**src/dla_pkg.sv**
```systemverilog
// constants shared by the memory request arbiter and its requester tracker
// assumes one 20 MHz clock and a synchronous active-high reset
package dla_pkg;

  // ==========================================================================
  // clock
  localparam int CLK_HZ = 20_000_000;

  // ==========================================================================
  // requesters
  localparam int NUM_REQ = 4;
  localparam logic [1:0] REQ_HOST = 2'h0;
  localparam logic [1:0] REQ_GFX = 2'h1;
  localparam logic [1:0] REQ_PCI = 2'h2;
  localparam logic [1:0] REQ_WQ = 2'h3;

  // ==========================================================================
  // register indices, byte address is four times the index
  localparam logic [7:0] IDX_ARB_MODE = 8'h4B;
  localparam logic [7:0] IDX_WQ_HOST_LAT = 8'h4C;
  localparam logic [7:0] IDX_GFX_PCI_LAT = 8'h4D;
  localparam logic [7:0] IDX_WQ_HOST_SLICE = 8'h4E;
  localparam logic [7:0] IDX_GFX_PCI_SLICE = 8'h4F;
  localparam logic [7:0] IDX_STATUS = 8'h40;
  localparam logic [7:0] REG_RESET = 8'h00;
  localparam int REG_W = 8;
  localparam int BUS_W = 32;

  // ==========================================================================
  // field positions
  localparam int LO_MSB = 3;
  localparam int LO_LSB = 0;
  localparam int HI_MSB = 7;
  localparam int HI_LSB = 4;
  localparam int MODE_MSB = 5;
  localparam int MODE_LSB = 4;

  // ==========================================================================
  // timing: one latency code step is four clocks
  localparam int LAT_STEP_CLKS = 4;
  localparam int WAIT_CNT_W = 6;
  localparam logic [WAIT_CNT_W-1:0] WAIT_CNT_MAX = 6'h3F;
  localparam int CMD_CNT_W = 5;

  // ==========================================================================
  // base priority modes and orders, first entry in bits 1:0
  localparam logic [1:0] MODE_GFX_FIRST = 2'h0;
  localparam logic [1:0] MODE_HOST_FIRST = 2'h1;
  localparam logic [1:0] MODE_PCI_BEFORE_GFX = 2'h2;
  localparam logic [1:0] MODE_ROUND_ROBIN = 2'h3;
  localparam logic [7:0] ORDER_GFX_FIRST = 8'hE1;
  localparam logic [7:0] ORDER_HOST_FIRST = 8'hE4;
  localparam logic [7:0] ORDER_PCI_BEFORE_GFX = 8'hD8;

endpackage : dla_pkg

```
**src/dla_arbiter.sv**
```systemverilog
// memory sequencer arbiter with latency promotion and grant slices
// assumes requesters run on clk_in and pulse cmd while granted
// Summary of operation
// - host wait limit field, four clocks per code step, up to 60
// - host request waiting past its limit is promoted in priority
// - graphics wait limit in upper nibble of second latency register
// - graphics request waiting past its limit is promoted
// - pci wait limit in lower nibble of second latency register
// - pci request waiting past its limit is promoted
// - write queue slice in upper nibble of first slice register
// - host slice in lower nibble of first slice register, n+1 commands
// - graphics slice in upper nibble of second slice register
// - pci slice in lower nibble of second slice register
// - grant held until slice exceeded or request withdrawn
// - latency and slice registers are 8-bit read/write, reset to zero
// - write queue wait limit in upper nibble of first latency register
// - two-bit mode picks base priority order or round robin
module dla_arbiter (
  input wire logic clk_in,
  input wire logic rst_in,
  input wire logic [9:0] avs_address_in,
  input wire logic avs_read_in,
  input wire logic avs_write_in,
  input wire logic [31:0] avs_writedata_in,
  input wire logic [3:0] avs_byteenable_in,
  output logic [31:0] avs_readdata_out,
  output logic avs_waitrequest_out,
  input wire logic [3:0] req_in,
  input wire logic [3:0] cmd_in,
  output logic [3:0] grant_out,
  output logic [3:0] promoted_out
);

  // ==========================================================================
  // registers
  logic [7:0] arb_mode_cfg;
  logic [7:0] write_queue_host_request_wait_limits;
  logic [7:0] graphics_pci_request_wait_limits;
  logic [7:0] write_queue_host_grant_slices;
  logic [7:0] graphics_pci_grant_slices;
  logic ack;
  logic [3:0] grant_q;
  logic [3:0] next_grant;
  logic [1:0] rr_pos;
  logic [1:0] next_rr_pos;
  logic [7:0] order;
  logic [3:0] exhausted;
  logic [3:0] promoted;
  logic [3:0] lat_code [dla_pkg::NUM_REQ];
  logic [3:0] slice_code [dla_pkg::NUM_REQ];

  // ==========================================================================
  // bus slave: one wait cycle, then the answer
  wire access = avs_read_in || avs_write_in;
  wire [7:0] reg_idx = avs_address_in[9:2];
  wire wr_take = avs_write_in && ack && avs_byteenable_in[0];
  wire [7:0] wr_byte = avs_writedata_in[7:0];
  wire sel_mode = reg_idx == dla_pkg::IDX_ARB_MODE;
  wire sel_lat1 = reg_idx == dla_pkg::IDX_WQ_HOST_LAT;
  wire sel_lat2 = reg_idx == dla_pkg::IDX_GFX_PCI_LAT;
  wire sel_slc1 = reg_idx == dla_pkg::IDX_WQ_HOST_SLICE;
  wire sel_slc2 = reg_idx == dla_pkg::IDX_GFX_PCI_SLICE;
  wire sel_stat = reg_idx == dla_pkg::IDX_STATUS;
  wire [1:0] arb_mode = arb_mode_cfg[dla_pkg::MODE_MSB:dla_pkg::MODE_LSB];
  // only the mode field is kept, other bits read as zero
  wire [7:0] mode_view = {2'h0, arb_mode, 4'h0};
  wire [7:0] mode_wr =
    {2'h0, wr_byte[dla_pkg::MODE_MSB:dla_pkg::MODE_LSB], 4'h0};
  wire [7:0] rd_mux =
    sel_mode ? mode_view :
    sel_lat1 ? write_queue_host_request_wait_limits :
    sel_lat2 ? graphics_pci_request_wait_limits :
    sel_slc1 ? write_queue_host_grant_slices :
    sel_slc2 ? graphics_pci_grant_slices :
    sel_stat ? {promoted, grant_q} : dla_pkg::REG_RESET;

  assign avs_waitrequest_out = access && !ack;

  always_ff @(posedge clk_in) begin
    if (rst_in) begin
      ack <= 1'b0;
    end else begin
      ack <= access && !ack;
    end
  end

  always_ff @(posedge clk_in) begin
    if (rst_in) begin
      avs_readdata_out <= '0;
    end else if (avs_read_in && !ack) begin
      avs_readdata_out <= dla_pkg::BUS_W'(rd_mux);
    end
  end

  always_ff @(posedge clk_in) begin
    if (rst_in) begin
      arb_mode_cfg <= dla_pkg::REG_RESET;
      write_queue_host_request_wait_limits <= dla_pkg::REG_RESET;
      graphics_pci_request_wait_limits <= dla_pkg::REG_RESET;
      write_queue_host_grant_slices <= dla_pkg::REG_RESET;
      graphics_pci_grant_slices <= dla_pkg::REG_RESET;
    end else if (wr_take) begin
      if (sel_mode) arb_mode_cfg <= mode_wr;
      if (sel_lat1) write_queue_host_request_wait_limits <= wr_byte;
      if (sel_lat2) graphics_pci_request_wait_limits <= wr_byte;
      if (sel_slc1) write_queue_host_grant_slices <= wr_byte;
      if (sel_slc2) graphics_pci_grant_slices <= wr_byte;
    end
  end

  // ==========================================================================
  // field routing to the requester trackers
  assign lat_code[dla_pkg::REQ_HOST] = write_queue_host_request_wait_limits
    [dla_pkg::LO_MSB:dla_pkg::LO_LSB];
  assign lat_code[dla_pkg::REQ_WQ] = write_queue_host_request_wait_limits
    [dla_pkg::HI_MSB:dla_pkg::HI_LSB];
  assign lat_code[dla_pkg::REQ_GFX] = graphics_pci_request_wait_limits
    [dla_pkg::HI_MSB:dla_pkg::HI_LSB];
  assign lat_code[dla_pkg::REQ_PCI] = graphics_pci_request_wait_limits
    [dla_pkg::LO_MSB:dla_pkg::LO_LSB];
  assign slice_code[dla_pkg::REQ_WQ] = write_queue_host_grant_slices
    [dla_pkg::HI_MSB:dla_pkg::HI_LSB];
  assign slice_code[dla_pkg::REQ_HOST] = write_queue_host_grant_slices
    [dla_pkg::LO_MSB:dla_pkg::LO_LSB];
  assign slice_code[dla_pkg::REQ_GFX] = graphics_pci_grant_slices
    [dla_pkg::HI_MSB:dla_pkg::HI_LSB];
  assign slice_code[dla_pkg::REQ_PCI] = graphics_pci_grant_slices
    [dla_pkg::LO_MSB:dla_pkg::LO_LSB];

  genvar gi;
  generate
    for (gi = 0; gi < dla_pkg::NUM_REQ; gi++) begin : g_track
      dla_req_track u_track (
        .clk_in(clk_in),
        .rst_in(rst_in),
        .req_in(req_in[gi]),
        .granted_in(grant_q[gi]),
        .cmd_in(cmd_in[gi]),
        .lat_code_in(lat_code[gi]),
        .slice_code_in(slice_code[gi]),
        .promoted_out(promoted[gi]),
        .exhausted_out(exhausted[gi])
      );
    end
  endgenerate

  // ==========================================================================
  // priority order
  function automatic logic [2:0] pick(input logic [3:0] mask,
                                      input logic [7:0] ord);
    logic [2:0] res;
    res = 3'h0;
    for (int k = dla_pkg::NUM_REQ - 1; k >= 0; k--) begin
      if (mask[ord[k*2 +: 2]]) begin
        res = {1'b1, 2'(k)};
      end
    end
    return res;
  endfunction : pick

  always_comb begin
    order = dla_pkg::ORDER_GFX_FIRST;
    case (arb_mode)
      dla_pkg::MODE_GFX_FIRST: order = dla_pkg::ORDER_GFX_FIRST;
      dla_pkg::MODE_HOST_FIRST: order = dla_pkg::ORDER_HOST_FIRST;
      dla_pkg::MODE_PCI_BEFORE_GFX: order = dla_pkg::ORDER_PCI_BEFORE_GFX;
      dla_pkg::MODE_ROUND_ROBIN: begin
        // start one place after the last winner in the base order
        for (int k = 0; k < dla_pkg::NUM_REQ; k++) begin
          order[k*2 +: 2] =
            dla_pkg::ORDER_GFX_FIRST[2'(rr_pos + 2'(k + 1))*2 +: 2];
        end
      end
      default: order = dla_pkg::ORDER_GFX_FIRST;
    endcase
  end

  // ==========================================================================
  // grant selection: promoted requests first, then the order of the current mode
  wire [2:0] pick_prom = pick(req_in & promoted, order);
  wire [2:0] pick_base = pick(req_in, order);
  wire [2:0] pick_win = pick_prom[2] ? pick_prom : pick_base;
  wire [1:0] win_idx = order[pick_win[1:0]*2 +: 2];
  wire holding = |(grant_q & req_in & ~exhausted);

  always_comb begin
    next_grant = 4'h0;
    next_rr_pos = rr_pos;
    if (|grant_q) begin
      // one idle cycle after a release lets counters restart
      next_grant = holding ? grant_q : 4'h0;
    end else if (pick_win[2]) begin
      next_grant = 4'(4'h1 << win_idx);
      if (arb_mode == dla_pkg::MODE_ROUND_ROBIN) begin
        next_rr_pos = 2'(rr_pos + 2'h1 + pick_win[1:0]);
      end
    end
  end

  always_ff @(posedge clk_in) begin
    if (rst_in) begin
      grant_q <= 4'h0;
      rr_pos <= 2'h3;
    end else begin
      grant_q <= next_grant;
      rr_pos <= next_rr_pos;
    end
  end

  assign grant_out = grant_q;
  assign promoted_out = promoted;

  // ==========================================================================
  // checks
  chk_grant_onehot: assert property (
    @(posedge clk_in) disable iff (rst_in)
    $onehot0(grant_q)) else $error("more than one grant");

  chk_grant_hold: assert property (
    @(posedge clk_in) disable iff (rst_in)
    (|grant_q) && holding |=> grant_q == $past(grant_q))
    else $error("grant moved while holder kept its slice");

  chk_grant_release: assert property (
    @(posedge clk_in) disable iff (rst_in)
    (|(grant_q & exhausted)) || ((|grant_q) && !(|(grant_q & req_in)))
    |=> grant_q == 4'h0) else $error("grant not released");

  chk_regs_reset: assert property (
    @(posedge clk_in)
    rst_in |=> write_queue_host_request_wait_limits == dla_pkg::REG_RESET &&
    graphics_pci_request_wait_limits == dla_pkg::REG_RESET &&
    write_queue_host_grant_slices == dla_pkg::REG_RESET &&
    graphics_pci_grant_slices == dla_pkg::REG_RESET)
    else $error("register not cleared by reset");

  chk_bus_answer: assert property (
    @(posedge clk_in) disable iff (rst_in)
    avs_waitrequest_out |=> !avs_waitrequest_out)
    else $error("bus answer late");

  chk_write_lands: assert property (
    @(posedge clk_in) disable iff (rst_in)
    wr_take && sel_lat2 |=>
    graphics_pci_request_wait_limits == $past(wr_byte))
    else $error("latency write lost");

  chk_host_promote: assert property (
    @(posedge clk_in) disable iff (rst_in)
    $rose(promoted[dla_pkg::REQ_HOST]) |->
    $past(req_in[dla_pkg::REQ_HOST] && !grant_q[dla_pkg::REQ_HOST], 1) &&
    $past(req_in[dla_pkg::REQ_HOST], 2) == 1'b1 ||
    lat_code[dla_pkg::REQ_HOST] == 4'h0)
    else $error("host promoted without waiting");

  chk_promote_clear: assert property (
    @(posedge clk_in) disable iff (rst_in)
    (grant_q & promoted) == 4'h0)
    else $error("granted requester still promoted");

  chk_promote_wins: assert property (
    @(posedge clk_in) disable iff (rst_in)
    !(|grant_q) && (|(req_in & promoted)) |=>
    (|(grant_q & $past(promoted))))
    else $error("promoted request lost arbitration");

  chk_host_first: assert property (
    @(posedge clk_in) disable iff (rst_in)
    !(|grant_q) && arb_mode == dla_pkg::MODE_HOST_FIRST &&
    req_in[dla_pkg::REQ_HOST] && !(|(req_in & promoted)) |=>
    grant_q[dla_pkg::REQ_HOST])
    else $error("host first mode order broken");

  chk_mode_write: assert property (
    @(posedge clk_in) disable iff (rst_in)
    wr_take && sel_mode |=>
    arb_mode == $past(wr_byte[dla_pkg::MODE_MSB:dla_pkg::MODE_LSB]))
    else $error("mode write lost");

  chk_slice_write: assert property (
    @(posedge clk_in) disable iff (rst_in)
    wr_take && sel_slc1 |=> write_queue_host_grant_slices == $past(wr_byte))
    else $error("slice write lost");

  chk_idle_grant: assert property (
    @(posedge clk_in) disable iff (rst_in)
    !(|grant_q) && (|req_in) |=> $onehot(grant_q))
    else $error("idle arbiter ignored a request");

  chk_grant_to_req: assert property (
    @(posedge clk_in) disable iff (rst_in)
    (|grant_q) && grant_q != $past(grant_q) |->
    (|(grant_q & $past(req_in))))
    else $error("grant given to a requester that did not ask");

  chk_read_upper: assert property (
    @(posedge clk_in) disable iff (rst_in)
    avs_readdata_out[dla_pkg::BUS_W-1:dla_pkg::REG_W] == '0)
    else $error("read data upper bytes not zero");

endmodule : dla_arbiter

```
**src/dla_req_track.sv**
```systemverilog
// per-requester wait timer and grant slice counter
// assumes request and command strobes come from logic on the same clock
module dla_req_track (
  input wire logic clk_in,
  input wire logic rst_in,
  input wire logic req_in,
  input wire logic granted_in,
  input wire logic cmd_in,
  input wire logic [3:0] lat_code_in,
  input wire logic [3:0] slice_code_in,
  output logic promoted_out,
  output logic exhausted_out
);

  // ==========================================================================
  // wait timer
  logic [dla_pkg::WAIT_CNT_W-1:0] wait_cnt;
  logic [dla_pkg::CMD_CNT_W-1:0] cmd_cnt;
  wire [dla_pkg::WAIT_CNT_W-1:0] wait_limit =
    dla_pkg::WAIT_CNT_W'(lat_code_in) *
    dla_pkg::WAIT_CNT_W'(dla_pkg::LAT_STEP_CLKS);

  always_ff @(posedge clk_in) begin
    if (rst_in || !req_in || granted_in) begin
      wait_cnt <= '0;
    end else if (wait_cnt != dla_pkg::WAIT_CNT_MAX) begin
      wait_cnt <= wait_cnt + 1'b1;
    end
  end

  // promoted only while still waiting, so a grant clears it at once
  assign promoted_out = req_in && !granted_in &&
    (wait_cnt > wait_limit);

  // ==========================================================================
  // slice counter: code n allows n plus one commands
  always_ff @(posedge clk_in) begin
    if (rst_in || !granted_in) begin
      cmd_cnt <= '0;
    end else if (cmd_in && !exhausted_out) begin
      cmd_cnt <= cmd_cnt + 1'b1;
    end
  end

  assign exhausted_out = cmd_cnt >
    dla_pkg::CMD_CNT_W'(slice_code_in);

endmodule : dla_req_track

```
**config.mk**
```make
export PLATFORM = sky130hd
export DESIGN_NAME = dla_arbiter
export DESIGN_NICKNAME = d
export VERILOG_FILES = /design/src/dla_pkg.sv /design/src/dla_arbiter.sv /design/src/dla_req_track.sv
export SDC_FILE = /design/constraint.sdc
export NUM_CORES = 1
export LEC_CHECK = 0
export ABC_AREA = 1
export ABC_CLOCK_PERIOD_IN_PS = 2450
export BUFFER_PORTS_ARGS = -buffer_cell sky130_fd_sc_hd__buf_4
export CORE_MARGIN = 2
export CORE_UTILIZATION = 29
export DETAILED_ROUTE_END_ITERATION = 8
export MAX_ROUTING_LAYER = met4
export PLACE_DENSITY = 0.55
export SYNTH_ARGS = -nofsm -noshare
export SYNTH_HDL_FRONTEND = slang
export SYNTH_SLANG_ARGS = --single-unit
```
**constraint.sdc**
```tcl
create_clock -name clk_in -period 2.45 [get_ports clk_in]
set_input_delay 0.1225 -clock clk_in [delete_from_list [all_inputs] [get_ports clk_in]]
set_output_delay 0.1225 -clock clk_in [all_outputs]
set_load 0.005 [all_outputs]
```
==> out/qor.yml <==
status: "completed"
p_int_mw: 2.768
clk_latency_ns: 0.35
path_depth: 16
crit_top_cell: "nand2_4"
async_reset_ff_share_pct: 0
die_x_um: 145.5
use_met3_pct: 3.511
grt_pass1_wl_um: 25340
regToRegStartpoint: "g_track[2].u_track.wait_cnt[2]$_SDFFE_PP0P_"
ctsHtreeMaxLevel: 3
synth_ff_type: "dfxtp_1"
slowest_stage: "dfxtp_2"
grt_most_used_layer: "met2"
grt_max_degree: 29
ys_ff_latch: 93
nNetsFinal: 999
critPathBufInv: 2
tightest_slew_ns: 0.7804
arrival_ns: 2.51
pwr-share-seq_pct: 40.8
n_fill_cell: 2104
min_period_ns: 2.317
firstDrtPassIters: 5
fp.coreArea_um2: 19530
netSwitchingFraction_pct: 28.63
cts_tree: "yes"
cts_root_buffer: "clkbuf_16"
synth_area_leaders: "dfxtp_1 32%, ha_1 9.7%, nand2_1 8.6%"
crit_path_start_kind: "flop"
gr-total-overflow: 0
rows: 51
timing.max_cap.violations: 0
p_leak_nw: 2.922
criticalPathCategory: "flop to flop"
place_area_um2: 6492
grt_pass1_vias: 4857
multiInputGateArea_um2: 3426
numCtsBuffers: 9
wl_per_cell_um: 13.83
cp-end-kind: "flop"
crit_path_end: "rr_pos[1]$_SDFFE_PP1P_"
clk_pin_slew_ns: 0.07
synthSimpleGateAreaFrac_pct: 24.69
antenna_found_initial: 0
irDropWorstVdd_mv: 0.3357
startpoint: "g_track[2].u_track.wait_cnt[2]$_SDFFE_PP0P_"
ant_nets: 0
wl_um: 16120
drcViolationCount: 0
setup_viol: 0
synth_warnings: 0
final_core_util_pct: 36.12
synth_area_um2: 5807
clkPwrFrac_pct: 39.6
use_met1_pct: 20.23
relSlewSlack_pct: 47.91
grtUsageMet2_pct: 24.12
p_switching_mw: 1.110
drive_gt1_share_pct: 19.09
critPathRequiredTime_ns: 2.65
synthCells: 830
synth_top_area_share_pct: 32.06
drt_iter0_markers: 327
power_density_nw_per_um2: 550.0
register_area_um2: 1876
synth_cell_types: 41
timing.rr.end: "rr_pos[1]$_SDFFE_PP1P_"
synth_seq_area_share_pct: 32.06
die_area_um2: 21170
final-hold-violation-count: 0
via_per_inst: 4.642
place.port_buffers: 45
via_count: 5412
clk_path_buf_depth: 2
fin_crit_sh_pct: 94.56
synth_edf_count: 0
max_stage_delay_ns: 0.32
die_h_um: 145.5
grtUsageTotal_pct: 15.48
clock_skew_ns: 0.01034
yosysTopAreaCell: "dfxtp_1"
place_congestion: 0.8836
synth_compound_area_share_pct: 18.10
critical_path.top_delay_family: "simple AND/OR/NAND/NOR gates"
synth_top_family_by_area: "simple AND/OR/NAND/NOR gates"
synth_xor_area_share_pct: 0.9050
clock-sinks: 93
synth_mux_area_share_pct: 0
hpwl_um: 12520
cp_max_fo: 4
synthAdderAreaFrac_pct: 9.696
area_delta_synth_final_pct: 21.46
r2r_cells: 16
final_cell_area_um2: 7053
holdWs_ns: 0.02648
share_comb_of_total_power_pct: 19.6
layout_common_cells: "126 x inv_1, 125 x nand2_1, 82 x a21oi_1, 82 x dfxtp_1, 74 x buf_4"
io_pins: 99
diodes: 0
synthesis.area_per_instance_um2: 6.996
r2r_setup_slack_ns: 0.13
start_util_pct: 29.74
max_freq_ghz: 0.4317
layout.cells.most_common: "inv_1"
path_cells: "inv_1 > ha_1 > nand3_1 > nor2_2 > nor2_4 > nand3_4 > nand3_2 > nand2_4 > buf_4 > nand2_4 > nand2_8 > ha_2 > xnor2_1 > xor2_1 > nand2_1 > o211ai_1"
hold_path.class: "primary input to flop"
slew_violations: 0
cells in the mapped netlist (2+ instances only):
master    count
a211oi_1      8
a21oi_1      82
a21oi_2       2
a31oi_1      11
and3_1        4
buf_4        32
clkbuf_1      8
clkinv_1      2
dfxtp_1      93
ha_1         45
inv_1       132
inv_2         6
nand2_1     133
nand2_2       7
nand2_4       5
nand2_8       2
nand3_1      54
nand3_2       2
nand4_1       5
nor2_1       68
nor2_4        3
nor3_1       22
nor3b_1       4
nor4_1        2
o211ai_1     10
o21ai_0      58
o21ai_2       3
o221ai_1      5
o22ai_1       6
xor2_1        5
area by class of cell:
cell class | instances | share of cell area, %
Clock buffer | 13 | 3.548
Tap cell | 265 | 4.701
Multi-Input combinational cell | 575 | 48.57
Inverter | 143 | 7.735
Timing Repair Buffer | 74 | 7.877
Clock inverter | 3 | 0.9757
Sequential cell | 93 | 26.59
per-stage QoR:
stage	power [mW]	instances	setup TNS [ns]	setup WS [ns]
floorplan	2.098	853	0	0.1724
global placement	2.333	1151	0	0.05847
detailed placement	2.337	1151	0	0.04730
CTS	3.873	1167	0	0.03320
global route	4.075	1166	-0.04208	-0.02485
finish	3.879	1166	0	0.1333
state kept, by name (all words and copies together), names as in the netlist:
signal,cells
arb_mode_cfg,2
grant_out,4
rr_pos,2
g_track.u_track.wait_cnt,24
write_queue_host_grant_slices,8
avs_readdata_out,8
ack,1
g_track.u_track.cmd_cnt,20
graphics_pci_grant_slices,8
graphics_pci_request_wait_limits,8
write_queue_host_request_wait_limits,8
kinds of logic (layout without fill, tap and decap cells):
| kind of cell | Yosys count | in the layout |
|---|---|---|
| compound gates | 188 | 188 |
| xor+xnor | 6 | 6 |
| fa+ha+maj | 45 | 45 |
| buf+inv | 185 | 233 |
| flops | 93 | 93 |
| other cells | 1 | 24 |
| simple gates | 312 | 312 |
worst min path at each step:
| stage | endpoint | cells past startpoint | startpoint |
|---|---|---|---|
| 6_report | g_track[2].u_track.cmd_cnt[1]$_SDFFE_PP0P_ | 3 | cmd_in[2] |
| 5_1_grt | ack$_SDFF_PP0_ | 3 | avs_read_in |
| 4_1_cts | g_track[2].u_track.cmd_cnt[1]$_SDFFE_PP0P_ | 3 | cmd_in[2] |
| 3_5_place_dp | g_track[2].u_track.cmd_cnt[1]$_SDFFE_PP0P_ | 3 | cmd_in[2] |
| 3_3_place_gp | g_track[1].u_track.cmd_cnt[1]$_SDFFE_PP0P_ | 3 | cmd_in[1] |
| 2_1_floorplan | write_queue_host_grant_slices[0]$_SDFFE_PP0P_ | 2 | avs_writedata_in[0] |
tightest hold or removal path: stages:
cell     delay (ns)
buf_4          0.08
a21oi_1        0.05
nor2_1         0.08
repair_timing:
action                     in CTS  in global routing
setup endpoints to repair       0                  6
hold buffers                    0                  0
setup buffers                   0                  2
gates resized for setup         0                 58
power by group through the flow:
stage	Combinational [mW]	Clock [mW]	Sequential, mW
finish	0.762	1.54	1.58
global route	0.851	1.64	1.58
CTS	0.723	1.57	1.58
detailed placement	0.721	0	1.62
global placement	0.717	0	1.62
floorplan	0.485	0	1.61
layer usage:
layer / part of all wire [%] / up-vias
met5: 0 / -
met2: 46 / 112
met1: 48 / 2465
met4: 1.2 / 0
li1: - / 2824
met3: 4.9 / 11
(Power assumes the default switching activity.)
